[src/common/centered_pulse_output_pkg.sv]
// Register map, field positions, reset values and types of the PWM timer
package centered_pulse_output_pkg;

   // Register byte offsets, one 32-bit word each
   localparam logic [7:0] OFF_TSC  = 8'h00;  // timer_status_control
   localparam logic [7:0] OFF_CNTH = 8'h04;  // counter_high
   localparam logic [7:0] OFF_CNTL = 8'h08;  // counter_low
   localparam logic [7:0] OFF_MODH = 8'h0C;  // modulus_high
   localparam logic [7:0] OFF_MODL = 8'h10;  // modulus_low
   localparam logic [7:0] OFF_CSC  = 8'h14;  // channel_status_control
   localparam logic [7:0] OFF_CVH  = 8'h18;  // chan_value_high
   localparam logic [7:0] OFF_CVL  = 8'h1C;  // chan_value_low

   // Field positions in timer_status_control
   localparam int TSC_FLAG = 7;  // overflow_flag
   localparam int TSC_IE   = 6;  // overflow_irq_enable
   localparam int TSC_UPDN = 5;  // updown_count_select

   // Field positions in channel_status_control
   localparam int CSC_FLAG = 7;  // channel flag
   localparam int CSC_IE   = 6;  // channel_irq_enable
   localparam int CSC_MODE = 4;  // Mode field, bits 5:4
   localparam int CSC_EDGE = 3;  // Capture edge, 1 rising
   localparam int CSC_POL  = 2;  // output_polarity_select

   // Reset values
   localparam logic [7:0]  TSC_RST = 8'h00;
   localparam logic [7:0]  CSC_RST = 8'h00;
   localparam logic [15:0] MOD_RST = 16'h0000;
   localparam logic [15:0] VAL_RST = 16'h0000;

   // Channel modes, field order fixes the codes
   typedef enum logic [1:0] {MODE_CAPTURE, MODE_COMPARE, MODE_PWM, MODE_PWM_ALT} chan_mode_e;

   // Counter direction
   typedef enum logic {DIR_UP, DIR_DOWN} count_dir_e;

endpackage : centered_pulse_output_pkg

[src/rtl/pair_buffer.sv]
// Coherent sixteen-bit register loaded from two buffered byte writes
`timescale 1ns/1ps
module pair_buffer #(
   parameter logic [15:0] RESET_VALUE = 16'h0000
) (
   // Clock and reset
   input  wire logic        pclk,
   input  wire logic        presetn,
   // Byte writes
   input  wire logic        write_high,
   input  wire logic        write_low,
   input  wire logic [7:0]  wdata,
   // Control
   input  wire logic        cancel,    // Drop pending bytes
   input  wire logic        load_ok,   // Transfer allowed now
   // Result
   output logic      [15:0] active,
   output logic             pending    // Both bytes held
);

   logic [7:0] hold_high;  // Buffered upper byte
   logic [7:0] hold_low;   // Buffered lower byte
   logic       got_high;   // Upper byte written
   logic       got_low;    // Lower byte written
   wire        do_load = pending & load_ok & ~cancel;

   assign pending = got_high & got_low;

   ////////////////////////////////////////////////////////////////////
   // Holding bytes and pairing tracker; cancel beats everything
   always_ff @(posedge pclk or negedge presetn) begin
      if (!presetn) begin
         hold_high <= 8'h00;
         hold_low  <= 8'h00;
         got_high  <= 1'b0;
         got_low   <= 1'b0;
      end else begin
         if (do_load) begin
            got_high <= 1'b0;
            got_low  <= 1'b0;
         end
         if (write_high) begin
            hold_high <= wdata;
            got_high  <= 1'b1;
         end
         if (write_low) begin
            hold_low <= wdata;
            got_low  <= 1'b1;
         end
         if (cancel) begin
            got_high <= 1'b0;
            got_low  <= 1'b0;
         end
      end
   end

   // Active value moves only once the pair is whole
   always_ff @(posedge pclk or negedge presetn) begin
      if (!presetn) active <= RESET_VALUE;
      else if (do_load) active <= {hold_high, hold_low};
   end

endmodule : pair_buffer

[src/rtl/pwm_channel.sv]
// One timer channel: compare match, input capture edge and centred output
`timescale 1ns/1ps
module pwm_channel (
   // Clock and reset
   input  wire logic        pclk,
   input  wire logic        presetn,
   // Counter state
   input  wire logic [15:0] cnt,
   input  wire logic [15:0] modulus,
   input  wire logic        dir_down,
   input  wire logic        tick,
   input  wire logic        center,    // Up/down mode active
   // Channel setup
   input  wire logic [15:0] value,
   input  wire logic [1:0]  mode,
   input  wire logic        rise_edge,
   input  wire logic        polarity,
   // Pins and events
   input  wire logic        capture_in,
   output logic             event_hit,  // Flag set pulse
   output logic             pwm_out
);

   logic cap_prev;  // Last capture pin level
   logic act;       // Pulse active level before polarity
   logic next_act;

   wire match    = tick & (cnt == value);
   wire is_cap   = (mode == centered_pulse_output_pkg::MODE_CAPTURE) & ~center;
   wire edge_hit = rise_edge ? (capture_in & ~cap_prev) : (~capture_in & cap_prev);
   wire val_ok   = (value != 16'h0000) & ~value[15];

   assign event_hit = is_cap ? edge_hit : match;

   // Output level: special values override the match-driven state
   always_comb begin
      if (!val_ok) next_act = 1'b0;
      else if (value > modulus) next_act = 1'b1;
      else if (match & ~dir_down) next_act = 1'b0;
      else if (match & dir_down) next_act = 1'b1;
      else next_act = act;
   end

   ////////////////////////////////////////////////////////////////////
   // Pin registers; outside up/down mode the pin idles at polarity
   always_ff @(posedge pclk or negedge presetn) begin
      if (!presetn) begin
         cap_prev <= 1'b0;
         act      <= 1'b0;
         pwm_out  <= 1'b0;
      end else begin
         cap_prev <= capture_in;
         act      <= next_act;
         pwm_out  <= center ? (polarity ^ next_act) : polarity;
      end
   end

endmodule : pwm_channel

[src/rtl/center_aligned_pwm_timer.sv]
// Sixteen-bit PWM timer with one channel and APB register access
//
// What this block does
// - Up/down select: channel sets width, modulus period
// - Centred period equals twice the modulus
// - Zero or negative channel value gives 0%
// - Value above modulus gives 100% duty
// - Polarity 0: up-match low, down-match high
// - Count up to modulus, down to zero
// - Byte writes land in holding buffers
// - Load after both bytes and turnaround in up/down mode
// - Compare channels load without waiting outside up/down mode
// - Rewritten PWM buffers load together in up/down mode
// - Status/control write cancels modulus bytes
// - Channel control write cancels value bytes
// - Capture edge sets the channel flag
// - Counter equal to value sets flag
// - Flag and enable hold interrupt request
// - Flag clears by read then zero-write
// - New event between steps keeps flag
// - Up-count overflow at wrap to zero
// - Up/down overflow at turn from modulus
// - Any counter byte write zeroes counter
`timescale 1ns/1ps
module center_aligned_pwm_timer (
   // Clock and reset
   input  wire logic        pclk,
   input  wire logic        presetn,
   // APB slave
   input  wire logic        psel,
   input  wire logic        penable,
   input  wire logic        pwrite,
   input  wire logic [7:0]  paddr,
   input  wire logic [31:0] pwdata,
   output logic      [31:0] prdata,
   output logic             pready,
   output logic             pslverr,
   // Timer pins
   input  wire logic        count_enable,  // Prescaler strobe
   input  wire logic        capture_in,
   output logic             pwm_out,
   output logic             irq
);

   ////////////////////////////////////////////////////////////////////
   // Declarations

   logic [15:0]          cnt;           // counter_value
   logic [15:0]          next_cnt;
   centered_pulse_output_pkg::count_dir_e dir;           // Counting direction
   centered_pulse_output_pkg::count_dir_e next_dir;
   logic [7:0]           tsc;           // Control bits of timer_status_control
   logic [7:0]           csc;           // Control bits of channel_status_control
   logic                 ovf_flag;      // overflow_flag
   logic                 ovf_armed;     // Flag was read while set
   logic                 ch_flag;       // Channel flag
   logic                 ch_armed;      // Channel flag read while set
   logic [15:0]          mod_active;    // Modulus in use
   logic [15:0]          val_active;    // Channel value in use
   logic                 mod_pending;
   logic                 val_pending;
   logic                 ch_event;      // Channel flag set pulse
   logic [7:0]           rd_byte;       // Read mux result

   ////////////////////////////////////////////////////////////////////
   // Flag step: set wins, a write ends the sequence, clears need arming
   function automatic logic [1:0] flag_step(input logic flag,
                                            input logic armed,
                                            input logic set,
                                            input logic rd_arm,
                                            input logic wr,
                                            input logic wr_bit);
      logic [1:0] r;
      r = {flag, armed};
      if (set) r = 2'b10;
      else if (wr) r = {flag & ~(armed & ~wr_bit), 1'b0};
      else if (rd_arm) r = {flag, flag};
      return r;
   endfunction : flag_step

   ////////////////////////////////////////////////////////////////////
   // APB decode; zero wait states, unmapped access answers with error

   wire setup  = psel & ~penable;
   wire access = psel & penable;
   wire hit_tsc  = paddr == centered_pulse_output_pkg::OFF_TSC;
   wire hit_cnth = paddr == centered_pulse_output_pkg::OFF_CNTH;
   wire hit_cntl = paddr == centered_pulse_output_pkg::OFF_CNTL;
   wire hit_modh = paddr == centered_pulse_output_pkg::OFF_MODH;
   wire hit_modl = paddr == centered_pulse_output_pkg::OFF_MODL;
   wire hit_csc  = paddr == centered_pulse_output_pkg::OFF_CSC;
   wire hit_cvh  = paddr == centered_pulse_output_pkg::OFF_CVH;
   wire hit_cvl  = paddr == centered_pulse_output_pkg::OFF_CVL;
   wire mapped   = hit_tsc | hit_cnth | hit_cntl | hit_modh
                 | hit_modl | hit_csc | hit_cvh | hit_cvl;
   wire wr       = access & pwrite & mapped;
   wire rd       = access & ~pwrite & mapped;
   wire wr_tsc   = wr & hit_tsc;
   wire wr_csc   = wr & hit_csc;
   wire wr_cnt   = wr & (hit_cnth | hit_cntl);

   assign pready  = 1'b1;
   assign pslverr = access & ~mapped;

   ////////////////////////////////////////////////////////////////////
   // Control fields

   wire        updn    = tsc[centered_pulse_output_pkg::TSC_UPDN];
   wire        ovf_ie  = tsc[centered_pulse_output_pkg::TSC_IE];
   wire        ch_ie   = csc[centered_pulse_output_pkg::CSC_IE];
   wire [1:0]  ch_mode = csc[centered_pulse_output_pkg::CSC_MODE +: 2];
   wire        ch_pol  = csc[centered_pulse_output_pkg::CSC_POL];
   wire        ch_edge = csc[centered_pulse_output_pkg::CSC_EDGE];
   wire        ch_pwm  = updn | (ch_mode[1] == 1'b1);

   ////////////////////////////////////////////////////////////////////
   // Counter step logic

   wire tick     = count_enable;
   wire dn       = dir == centered_pulse_output_pkg::DIR_DOWN;
   wire mod_nz   = mod_active != 16'h0000;
   wire at_top   = mod_nz & (cnt == mod_active);
   wire wrap     = (cnt == 16'hFFFF) | at_top;
   wire turn     = updn & ~dn & at_top;
   wire tof_set  = tick & (updn ? turn : wrap);

   // Next count: up/down reverses at modulus and at zero
   always_comb begin
      next_cnt = cnt;
      next_dir = dir;
      if (wr_cnt) begin
         next_cnt = 16'h0000;
         next_dir = centered_pulse_output_pkg::DIR_UP;
      end else if (tick && updn) begin
         if (turn) begin
            next_cnt = mod_active - 16'h0001;
            next_dir = centered_pulse_output_pkg::DIR_DOWN;
         end else if (dn && cnt <= 16'h0001) begin
            next_cnt = cnt ^ 16'h0001;
            next_dir = centered_pulse_output_pkg::DIR_UP;
         end else if (dn) begin
            next_cnt = cnt - 16'h0001;
         end else begin
            next_cnt = cnt + 16'h0001;
         end
      end else if (tick) begin
         next_cnt = wrap ? 16'h0000 : cnt + 16'h0001;
         next_dir = centered_pulse_output_pkg::DIR_UP;
      end
   end

   // Counter and direction registers
   always_ff @(posedge pclk or negedge presetn) begin
      if (!presetn) begin
         cnt <= 16'h0000;
         dir <= centered_pulse_output_pkg::DIR_UP;
      end else begin
         cnt <= next_cnt;
         dir <= next_dir;
      end
   end

   ////////////////////////////////////////////////////////////////////
   // Buffered modulus and channel value

   // Centred mode makes both buffered loads wait for the turnaround at modulus
   wire mod_load = updn ? tof_set : 1'b1;
   wire val_load = ch_pwm ? tof_set : 1'b1;

   pair_buffer #(
      .RESET_VALUE (centered_pulse_output_pkg::MOD_RST)
   ) u_mod_buf (
      .pclk       (pclk),
      .presetn    (presetn),
      .write_high (wr & hit_modh),
      .write_low  (wr & hit_modl),
      .wdata      (pwdata[7:0]),
      .cancel     (wr_tsc),
      .load_ok    (mod_load),
      .active     (mod_active),
      .pending    (mod_pending)
   );

   pair_buffer #(
      .RESET_VALUE (centered_pulse_output_pkg::VAL_RST)
   ) u_val_buf (
      .pclk       (pclk),
      .presetn    (presetn),
      .write_high (wr & hit_cvh),
      .write_low  (wr & hit_cvl),
      .wdata      (pwdata[7:0]),
      .cancel     (wr_csc),
      .load_ok    (val_load),
      .active     (val_active),
      .pending    (val_pending)
   );

   ////////////////////////////////////////////////////////////////////
   // Channel compare, capture and output

   pwm_channel u_chan (
      .pclk       (pclk),
      .presetn    (presetn),
      .cnt        (cnt),
      .modulus    (mod_active),
      .dir_down   (dn),
      .tick       (tick),
      .center     (updn),
      .value      (val_active),
      .mode       (ch_mode),
      .rise_edge  (ch_edge),
      .polarity   (ch_pol),
      .capture_in (capture_in),
      .event_hit  (ch_event),
      .pwm_out    (pwm_out)
   );

   ////////////////////////////////////////////////////////////////////
   // Control registers and flags

   // Arming follows the byte actually returned in the setup phase
   wire rd_tsc_set = rd & hit_tsc & prdata[centered_pulse_output_pkg::TSC_FLAG];
   wire rd_csc_set = rd & hit_csc & prdata[centered_pulse_output_pkg::CSC_FLAG];
   wire [1:0] ovf_nx = flag_step(ovf_flag, ovf_armed, tof_set, rd_tsc_set,
                                 wr_tsc, pwdata[centered_pulse_output_pkg::TSC_FLAG]);
   wire [1:0] ch_nx  = flag_step(ch_flag, ch_armed, ch_event, rd_csc_set,
                                 wr_csc, pwdata[centered_pulse_output_pkg::CSC_FLAG]);

   // Control bytes; flag bits live in their own registers
   always_ff @(posedge pclk or negedge presetn) begin
      if (!presetn) begin
         tsc <= centered_pulse_output_pkg::TSC_RST;
         csc <= centered_pulse_output_pkg::CSC_RST;
      end else begin
         if (wr_tsc) tsc <= {1'b0, pwdata[6:5], 5'h00};
         if (wr_csc) csc <= {1'b0, pwdata[6:2], 2'h0};
      end
   end

   // Flag state, updated by hardware events and the two-step clear
   always_ff @(posedge pclk or negedge presetn) begin
      if (!presetn) begin
         ovf_flag  <= 1'b0;
         ovf_armed <= 1'b0;
         ch_flag   <= 1'b0;
         ch_armed  <= 1'b0;
      end else begin
         {ovf_flag, ovf_armed} <= ovf_nx;
         {ch_flag, ch_armed}   <= ch_nx;
      end
   end

   // Level request while any enabled flag stands
   assign irq = (ovf_flag & ovf_ie) | (ch_flag & ch_ie);

   ////////////////////////////////////////////////////////////////////
   // Read path; data is captured in the setup phase

   assign rd_byte = hit_tsc  ? {ovf_flag, tsc[6:0]} :
                    hit_cnth ? cnt[15:8] :
                    hit_cntl ? cnt[7:0] :
                    hit_modh ? mod_active[15:8] :
                    hit_modl ? mod_active[7:0] :
                    hit_csc  ? {ch_flag, csc[6:0]} :
                    hit_cvh  ? val_active[15:8] :
                    hit_cvl  ? val_active[7:0] : 8'h00;

   // Read data register, upper bits read as zero
   always_ff @(posedge pclk or negedge presetn) begin
      if (!presetn) prdata <= 32'h0000_0000;
      else if (setup && !pwrite) prdata <= {24'h00_0000, rd_byte};
   end
endmodule : center_aligned_pwm_timer

[config.mk]
export PLATFORM = sky130hd
export DESIGN_NAME = center_aligned_pwm_timer
export DESIGN_NICKNAME = d
export VERILOG_FILES = /design/src/common/centered_pulse_output_pkg.sv /design/src/rtl/pair_buffer.sv /design/src/rtl/pwm_channel.sv /design/src/rtl/center_aligned_pwm_timer.sv
export SDC_FILE = /design/constraint.sdc
export NUM_CORES = 1
export LEC_CHECK = 0
export BUFFER_PORTS_ARGS = -buffer_cell sky130_fd_sc_hd__buf_2
export CORE_MARGIN = 4
export CORE_UTILIZATION = 35
export DETAILED_ROUTE_END_ITERATION = 8
export SLEW_MARGIN = 20
export SYNTH_ARGS = -nofsm -noshare
export SYNTH_HDL_FRONTEND = slang
export SYNTH_HIERARCHICAL = 1
export SYNTH_SLANG_ARGS = --single-unit
[constraint.sdc]
create_clock -name pclk -period 6 [get_ports pclk]
set_clock_uncertainty 0.2 [all_clocks]
set_input_delay 0.6 -clock pclk [delete_from_list [all_inputs] [get_ports pclk]]
set_output_delay 0.6 -clock pclk [all_outputs]
set_load 0.05 [all_outputs]
==> out/summary.txt, run 1 <==
Status - completed
Sink Count - 107
Gate Count Post-Synth - 776
Reg-to-reg startpoint - cnt[5]
Fmax - 0.225 GHz
Remaining DRCs - 0
Total CTS buffers - 9
Max-cap violations - 0
R2R setup slack - 1.56 ns
Final hold vios - 0
Total Routing Usage GR - 18.0%
Vias per cell - 5.76
Routed len/inst - 20.3 um
Crit path max-delay family - simple AND/OR/NAND/NOR gates
Cts hold-fix bufs - 0
Via Count - 6160
Slew HR - 25.2%
Vias in the first global route - 5806
Worst path slowest cell - o21ai_0
Worst-Margin Slew - 1.11 ns
Crit path capture type - register
TritonCTS clock tree - yes
Starting Density - 35.6%
Core box area - 21100 um^2
Largest stage delay, worst path - 0.82 ns
Die area - 23900 um^2
Drt total wl - 21700 um
DRT Pass-1 Iters - 5
Reg clk slew, reported paths - 0.08 ns
Crit path time final - 4.44 ns
CTS root buf - clkbuf_16
Unrepaired setup endpoints after global routing - false
Post-CTS Setup Inserts - 0
Final Cycle Share - 74.0%
Fillers - 2152
# IOs - 83
Placer congestion estimate - 0.920
Worst EP arrival - 4.48 ns
Final net count - 856
Area Overhead vs Synth - 8.17%
Largest net degree at the start of global routing - 62
Cell Rows - 53
Power, Total - 1810 uW
VDD IR max - 0.156 mV
Placed cells - 1053
RR Endpoint - u_mod_buf/active[9]
Critical Path, Cell by Cell - xor2_1, nor4_1, and4_1, nand3_1, o21ai_0, nand4b_4, mux2_4
Cell Pwr Density - 223 nW/um^2
Final ANT Viol Nets - 0
DP HPWL - 15800 um
Final cell count without fillers - 1069
Worst min path class - in -> async
Leakage - 0.00374 uW
DIE HEIGHT - 155 um
CTS Buffer Depth - 2
Startpoint Class - register
Port bufs - 33
Clk_lat worst skew - 0.36 ns
Share of cells above drive strength 1 - 20.5%
Initial antenna violation count - 0
Highest net fanout along the worst path - 16
Setup TNS Final - 0 ns
Total grt overflow - 0
Yosys warnings - 6
Post-cts resize count - 0
H-tree lvl count - 3
First DRT Iteration DRCs - 490
R2R cell count - 7
# diodes - 0
Die X - 155 um
Kind of critical path - reg -> reg
WP data required - 6.04 ns
Slew Viols, Final - 0
First-pass GRT wire length - 33900 um
Syn_area_per_cell - 9.69 um^2
Buf/Inv on CP - 0
Final setup fails - 0
Netlist Area Pre-Place - 7520 um^2
==> worst max path at each step <==
stage	from	end	slack, ns	depth (start not counted)
after floorplan	u_mod_buf/active[8]	u_val_buf/active[10]	2.58	11
after global placement	cnt[1]	u_mod_buf/active[8]	1.68	7
after detailed placement	cnt[1]	u_mod_buf/active[12]	1.64	7
after CTS	cnt[1]	u_mod_buf/active[8]	1.62	7
after global routing	cnt[8]	u_mod_buf/active[8]	1.36	8
final	cnt[5]	u_mod_buf/active[9]	1.56	7
==> where the power goes <==
group | total, uW | switching [uW] | internal (uW)
sequential | 790 | 45.4 | 745
clock | 587 | 295 | 292
combinational | 433 | 289 | 144
==> cell usage in the layout, fill, tap and decap left out, types with 4 or more instances in the layout <==
cell         n
nor3_2       4
nor4_1      24
mux2_4      20
a21o_1       4
and3_1       5
buf_2       32
clkbuf_16    9
a21oi_1     28
mux2_2      52
inv_1       40
nor2_1      38
nand3_1     21
mux2i_1     11
buf_4       16
o211ai_1     9
a22oi_1      8
a21boi_0     4
nor3_1      28
o22ai_1      5
nand4_1     20
ha_1        20
o31ai_1      9
a221oi_1     6
a31oi_1      5
conb_1      25
a211oi_1     6
xnor2_1     34
or3_1       13
o21ai_0     25
or4_1       10
nand2_1     46
o21ba_2      4
xor2_1      26
dfrtp_1    107
o31a_1       5
==> routing by layer <==
layer / GRT usage, % / vias up / wire length, um
li1: - / 2853 / -
met1: 25.3 / 3002 / 9660
met2: 28.3 / 263 / 9950
met3: 3.36 / 42 / 1540
met4: 5.42 / 0 / 560
met5: 0 / - / 0
==> cell type report <==
type / instances / area (um^2) / area share, %
multi-input cells: 583 / 4390 / 54.0
flip-flops and latches: 107 / 2680 / 32.9
well taps: 275 / 344 / 4.23
repair buffers: 48 / 280 / 3.45
clock buffers: 10 / 229 / 2.82
inverters: 40 / 150 / 1.85
clock inverters: 6 / 58.8 / 0.723
==> stage by stage <==
step / utilization (%) / setup WS (ns) / instance area [um^2] / hold WS, ns
6_report: 38.6 / 1.56 / 8130 / 0.0652
5_1_grt: 38.6 / 1.36 / 8130 / 0.129
4_1_cts: 38.6 / 1.62 / 8130 / 0.0946
3_5_place_dp: 37.2 / 1.64 / 7840 / 0.274
3_3_place_gp: 37.2 / 1.68 / 7840 / 0.265
2_1_floorplan: - / 2.58 / 7600 / 0.104
==> worst register-to-register path, delay by kind of cell, from the launching register on <==
family | cells | cell delay (ns)
simple gates | 4 | 2.03
flops | 1 | 0.58
mux | 1 | 0.46
xor+xnor | 1 | 0.25
compound gates | 1 | 0.82
==> sequential cells by signal, indices dropped and copies added (netlist names), 2 cells and up <==
name,flops
u_val_buf/active,16
csc,5
u_mod_buf/hold_low,8
u_mod_buf/hold_high,8
prdata,8
u_val_buf/hold_high,8
cnt,16
tsc,2
u_val_buf/hold_low,8
u_mod_buf/active,16
Note: power is estimated with default switching activity, not from simulation.
==> inputs of run 2 (changes only) <==
ABC_AREA = 1   (was not set)
clock period = 3.6 ns   (was 6 ns; I/O delays follow)
==> run 2 against run 1 <==
Critical path depth grew 5; sequential power up 76%; final cell count is 54% higher; clock-buffer cell count down 1; clock power is 67% higher; sequential cell count stayed put; critical path type unchanged; largest power group unchanged; highest routed layer unchanged.
==> out/summary.txt, run 2 <==
Port bufs - 33 (unchanged)
Core box area - 23500 um^2 (+12%)
Most common cell after layout, fill and taps aside - nand2_1
Total grt overflow - 0 (unchanged)
Multi-input gate area - 4700 um^2 (+7.1%)
Worst-Margin Slew - 0.693 ns (-0.419 ns)
Clk pwr share - 29.5% (-2.9 points)
DRT Pass-1 Iters - 5 (unchanged)
Cell Rows - 56 (+5.7%)
Placed Area - 8800 um^2 (+12%)
Yosys warnings - 6 (unchanged)
Netlist Area Pre-Place - 8400 um^2 (+12%)
Pint - 2050 uW (+74%)
Worst EP arrival - 3.14 ns (-1.34 ns)
CTS root buf - clkbuf_16
Max-cap violations - 0 (unchanged)
Slew Viols, Final - 0 (unchanged)
Sw Share - 38.4% (+3.6 points)
Setup TNS Final - 0 ns (unchanged)
Fillers - 2585 (+20%)
Kind of critical path - reg -> reg
Vias in the first global route - 7560 (+30%)
# diodes - 0 (unchanged)
First DRT Iteration DRCs - 610 (+24%)
VDD IR max - 0.218 mV (+40%)
Final hold vios - 0 (unchanged)
TritonCTS clock tree - yes
Sink Count - 107 (unchanged)
Final Cycle Share - 86.0% (+12 points)
Total CTS buffers - 9 (unchanged)
Vias per cell - 4.99 (-13%)
Largest net degree at the start of global routing - 58 (-6.5%)
Top flop regs - cnt: 16 flops, u_mod_buf/active: 16 flops, u_val_buf/active: 16 flops
Remaining DRCs - 0 (unchanged)
Highest net fanout along the worst path - 16 (unchanged)
Fmax - 0.323 GHz (+43%)
Via Count - 8206 (+33%)
Gate Count Post-Synth - 1289 (+66%)
Crit path time final - 3.10 ns (-1.34 ns)
CTS Buffer Depth - 2 (unchanged)
Clk_lat worst skew - 0.36 ns (about the same)
Final core occ - 38.7% (+0.12 points)
Hold slack - 0.0895 ns (+0.0243 ns)
# IOs - 83 (unchanged)
Area Overhead vs Synth - 8.40%
Post-route cell area - 9110 um^2 (+12%)
Sw Pwr - 1280 uW (+100%)
FF/Latch Area - 2680 um^2 (unchanged)
WP data required - 3.65 ns (-2.39 ns)
Die area - 26500 um^2 (+11%)
Drt total wl - 26000 um (+20%)
Comb pwr share - 28.7% (+4.8 points)
Starting Density - 35.7% (+0.040 points)
Syn_area_per_cell - 6.52 um^2 (-33%)
Reg clk slew, reported paths - 0.08 ns (about the same)
Final setup fails - 0 (unchanged)
Leakage - 0.00486 uW (+30%)
Post-cts resize count - 0 (unchanged)
DP HPWL - 19800 um (+26%)
Initial antenna violation count - 0 (unchanged)
Die X - 163 um (+5.4%)
Most frequent cells in the layout - 456 x nand2_1, 145 x inv_1, 119 x nand3_1
Slew HR - 53.8% (+29 points)
Cell Pwr Density - 365 nW/um^2 (+64%)
Final net count - 1387 (+62%)
Routed len/inst - 15.8 um (-22%)
Unrepaired setup endpoints after global routing - false
Total Routing Usage GR - 19.8% (+1.8 points)
Status - completed
Share of cells above drive strength 1 - 11.3% (-9.3 points)
Flop pwr share - 41.8% (-1.9 points)
DIE HEIGHT - 163 um (+5.4%)
Startpoint Class - register
R2R setup slack - 0.50 ns (-1.06 ns)
H-tree lvl count - 3 (unchanged)
Worst min path class - in -> reg
First-pass GRT wire length - 41500 um (+22%)
Final ANT Viol Nets - 0 (unchanged)
Placer congestion estimate - 0.977 (+6.2%)
Crit path capture type - register
## run 2: final cells by class
class                      instances  share of cell area [%]
inverter                         163                    6.72
tap                              319                    4.38
timing repair buffer              66                    4.75
multi-input combinational        973                    51.6
sequential                       107                    29.4
clock inverter                     6                   0.632
clock buffer                       9                    2.47
## run 2: final timing paths
check,startpoint,endpoint,depth (start not counted)
hold / removal,pwdata[1],u_val_buf/hold_high[1],3
setup reg to reg,cnt[1],u_mod_buf/active[2],12
setup / recovery,cnt[1],u_mod_buf/active[2],12
hold reg to reg,prdata[4],prdata[4],2
max in group asynchronous,presetn,dir,3
min in group asynchronous,presetn,u_mod_buf/hold_low[6],2
## run 2: critical path, cell delays in order, from the launching register on
cell     delay (ns)
dfrtp_1        0.56
ha_1           0.39
nand2_1        0.15
nor3_1         0.15
nand4_1        0.20
nand2_2        0.15
nand2_1        0.05
nand2_1        0.14
nand2_1        0.12
nand2_1        0.22
nand4_2        0.40
nand2_1        0.18
nand2_1        0.06
## run 2: layer usage
metal,routed length (um),GRT usage [%],up-vias
met5,0,0,-
met4,966,7.28,0
met3,1830,2.58,67
met2,11500,31.4,337
met1,11700,27.7,3721
li1,-,-,4081
## run 2: what timing repair did
action,CTS,global route
hold buffers,2,0
setup buffers,0,0
endpoints found under the hold margin,51,0
endpoints found under the setup margin,0,0
## run 2: metrics by stage
step           setup slack, ns  instances  power, uW
3_5_place_dp             0.514       1626       2350
2_1_floorplan             1.03       1312       2120
6_report                 0.503       1643       3330
3_3_place_gp             0.528       1626       2350
5_1_grt                  0.270       1643       3530
4_1_cts                  0.504       1643       3340
## run 2: power by group through the flow
| stage | Clock [uW] | Sequential (uW) | Combinational [uW] |
|---|---|---|---|
| finish | 980 | 1390 | 955 |
| global route | 1050 | 1400 | 1080 |
| CTS | 1010 | 1390 | 946 |
| detailed placement | 0 | 1410 | 941 |
| global placement | 0 | 1410 | 932 |
| floorplan | 0 | 1330 | 784 |
==> inputs of run 3 (changes only) <==
clock period = 3.4 ns   (was 3.6 ns; I/O delays follow)
==> run 3 against run 2 <==
Core utilization grew 0.38 points; final cell count up 0.73%; register-to-register slack got worse by 0.19 ns; routed wire length rose by 0.93%; non-clock buffer count rose by 11; sequential share of layout area fell by 0.29 points; clock power grew 9%; critical path type unchanged; critical endpoint is now u_val_buf/active[14].
==> out/summary.txt, run 3 (synthesized netlist as in run 2, its figures left out) <==
Status - completed
CTS Buffer Depth - 2 (unchanged)
TritonCTS clock tree - yes
Largest stage delay, worst path - 0.56 ns (about the same)
Die area - 26500 um^2 (unchanged)
First-pass GRT wire length - 42000 um (+1.1%)
Core box area - 23500 um^2 (unchanged)
DP Worst Slack - 0.397 ns (-0.117 ns)
Vias in the first global route - 7724 (+2.2%)
Area Overhead vs Synth - 9.47%
Worst-Margin Slew - 0.718 ns (+0.0246 ns)
Kind of critical path - reg -> reg
Sink Count - 107 (unchanged)
Cell Rows - 56 (unchanged)
Total Routing Usage GR - 20.1% (+0.24 points)
Vias per cell - 4.94 (-1.0%)
Placed Area - 8890 um^2 (+0.94%)
Post-CTS Setup Inserts - 0 (unchanged)
Unrepaired setup endpoints after global routing - false
# IOs - 83 (unchanged)
Crit path capture type - register
H-tree lvl count - 3 (unchanged)
Top flop regs - cnt: 16 flops, u_mod_buf/active: 16 flops, u_val_buf/active: 16 flops
Final hold vios - 0 (unchanged)
Routed len/inst - 15.8 um (+0.20%)
Startpoint Class - register
Most frequent cells in the layout - 456 x nand2_1, 145 x inv_1, 119 x nand3_1
Met2 Use GR - 32.7% (+1.3 points)
Worst EP arrival - 3.12 ns (-0.02 ns)
WP data required - 3.44 ns (-0.21 ns)
Crit path max-delay family - simple AND/OR/NAND/NOR gates
VDD IR max - 0.226 mV (+3.7%)
First DRT Iteration DRCs - 662 (+8.5%)
Met1 usage - 26.6% (-1.1 points)
Clk_lat worst skew - 0.36 ns (about the same)
Critical Path, Cell by Cell - inv_1, nand2_1, nand2_1, nand2_1, nor2_1, nand2_1, nor2_4, nand2_2, nand2_2, nand2_1, nand2_1, nand2_1, o21ai_1, nand4_2, nand2_1, nand2_1
Die X - 163 um (unchanged)
Final core occ - 39.1% (+0.38 points)
CP startpoint - cnt[8]
Crit path time final - 3.09 ns (-0.0118 ns)
Slew Viols, Final - 0 (unchanged)
Placed cells - 1637 (+0.68%)
Placer congestion estimate - 0.942 (-3.6%)
Met3 track demand over resource - 3.49% (+0.91 points)
Reg clk slew, reported paths - 0.09 ns (about the same)
Final net count - 1398 (+0.79%)
Max-cap violations - 0 (unchanged)
Buf/Inv on CP - 1 (+1)
Final Cycle Share - 90.8% (+4.7 points)
Highest net fanout along the worst path - 16 (unchanged)
# diodes - 0 (unchanged)
Setup TNS Final - 0 ns (unchanged)
Starting Density - 35.7% (unchanged)
Share of cells above drive strength 1 - 12.0% (+0.72 points)
Slew HR - 51.8% (-2.0 points)
Worst min path class - in -> reg
Initial antenna violation count - 0 (unchanged)
Drt total wl - 26200 um (+0.93%)
Most common cell after layout, fill and taps aside - nand2_1
Fmax - 0.324 GHz (+0.38%)
CTS root buf - clkbuf_16
Largest net degree at the start of global routing - 71 (+22%)
Via Count - 8180 (-0.32%)
Launch point of the worst hold path - pwdata[1]
Total CTS buffers - 9 (unchanged)
Port bufs - 33 (unchanged)
Post-route cell area - 9200 um^2 (+0.99%)
DP HPWL - 20000 um (+1.0%)
Post-route setup slack - 0.314 ns (-0.188 ns)
Final setup fails - 0 (unchanged)
Worst path slowest cell - dfrtp_1
Reg-to-reg startpoint - cnt[8]
Cell Pwr Density - 389 nW/um^2 (+6.6%)
Most Crowded Layer GR - met2
DRT Pass-1 Iters - 7 (+2)
Leakage - 0.00491 uW (+1.0%)
DIE HEIGHT - 163 um (unchanged)
Final ANT Viol Nets - 0 (unchanged)
Total grt overflow - 0 (unchanged)
Remaining DRCs - 0 (unchanged)
Final cell count without fillers - 1655 (+0.73%)
Most used cell, CP - nand2_1
-- run 3: cell count changes in the layout (fill, tap and decap cells not counted), sizes merged --
cell	delta
buf	+11
clkbuf	+1
clkinvlp	+1
inv	-1
-- run 3: area by class of cell --
type	instances	area, um^2
clock buffers	10	229
clock inverters	6	61.3
fillers	2604	14300
inverters	163	612
multi-input cells	973	4700
flip-flops and latches	107	2680
well taps	319	399
repair buffers	77	515
-- run 3: repair_timing --
action / 4_1_cts / 5_1_grt
hold buffers: 2 / 0
endpoints found under the hold margin: 38 / 0
gates resized for setup: 0 / 0
-- run 3: final timing paths --
path	to	slack (ns)	cells after the start
setup / recovery	u_val_buf/active[14]	0.31	16
max in group asynchronous	cnt[4]	1.92	3
hold reg to reg	prdata[0]	0.28	2
setup reg to reg	u_val_buf/active[14]	0.31	16
hold / removal	u_mod_buf/hold_high[1]	0.08	3
min in group asynchronous	u_mod_buf/hold_high[6]	0.29	2
-- run 3: metrics by stage --
step,hold slack (ns),total power (uW)
floorplan,-0.156,2240
global placement,0.161,2510
detailed placement,0.158,2520
CTS,0.0735,3600
global route,0.0728,3790
finish,0.0753,3580
-- run 3: worst min-delay path: stages --
cell,delay [ns]
buf_2,0.14
nand2_1,0.07
o21ai_1,0.05
-- run 3: layer usage --
metal / up-vias / share of wire, %
met5: - / 0
met3: 63 / 6.6
met2: 295 / 45
met4: 0 / 3.6
met1: 3721 / 45
li1: 4101 / -
-- run 3: report_power, final --
group,switching (uW),internal (uW),leakage [uW]
combinational,702,357,0.00365
clock,552,516,0.000138
sequential,131,1320,0.00113
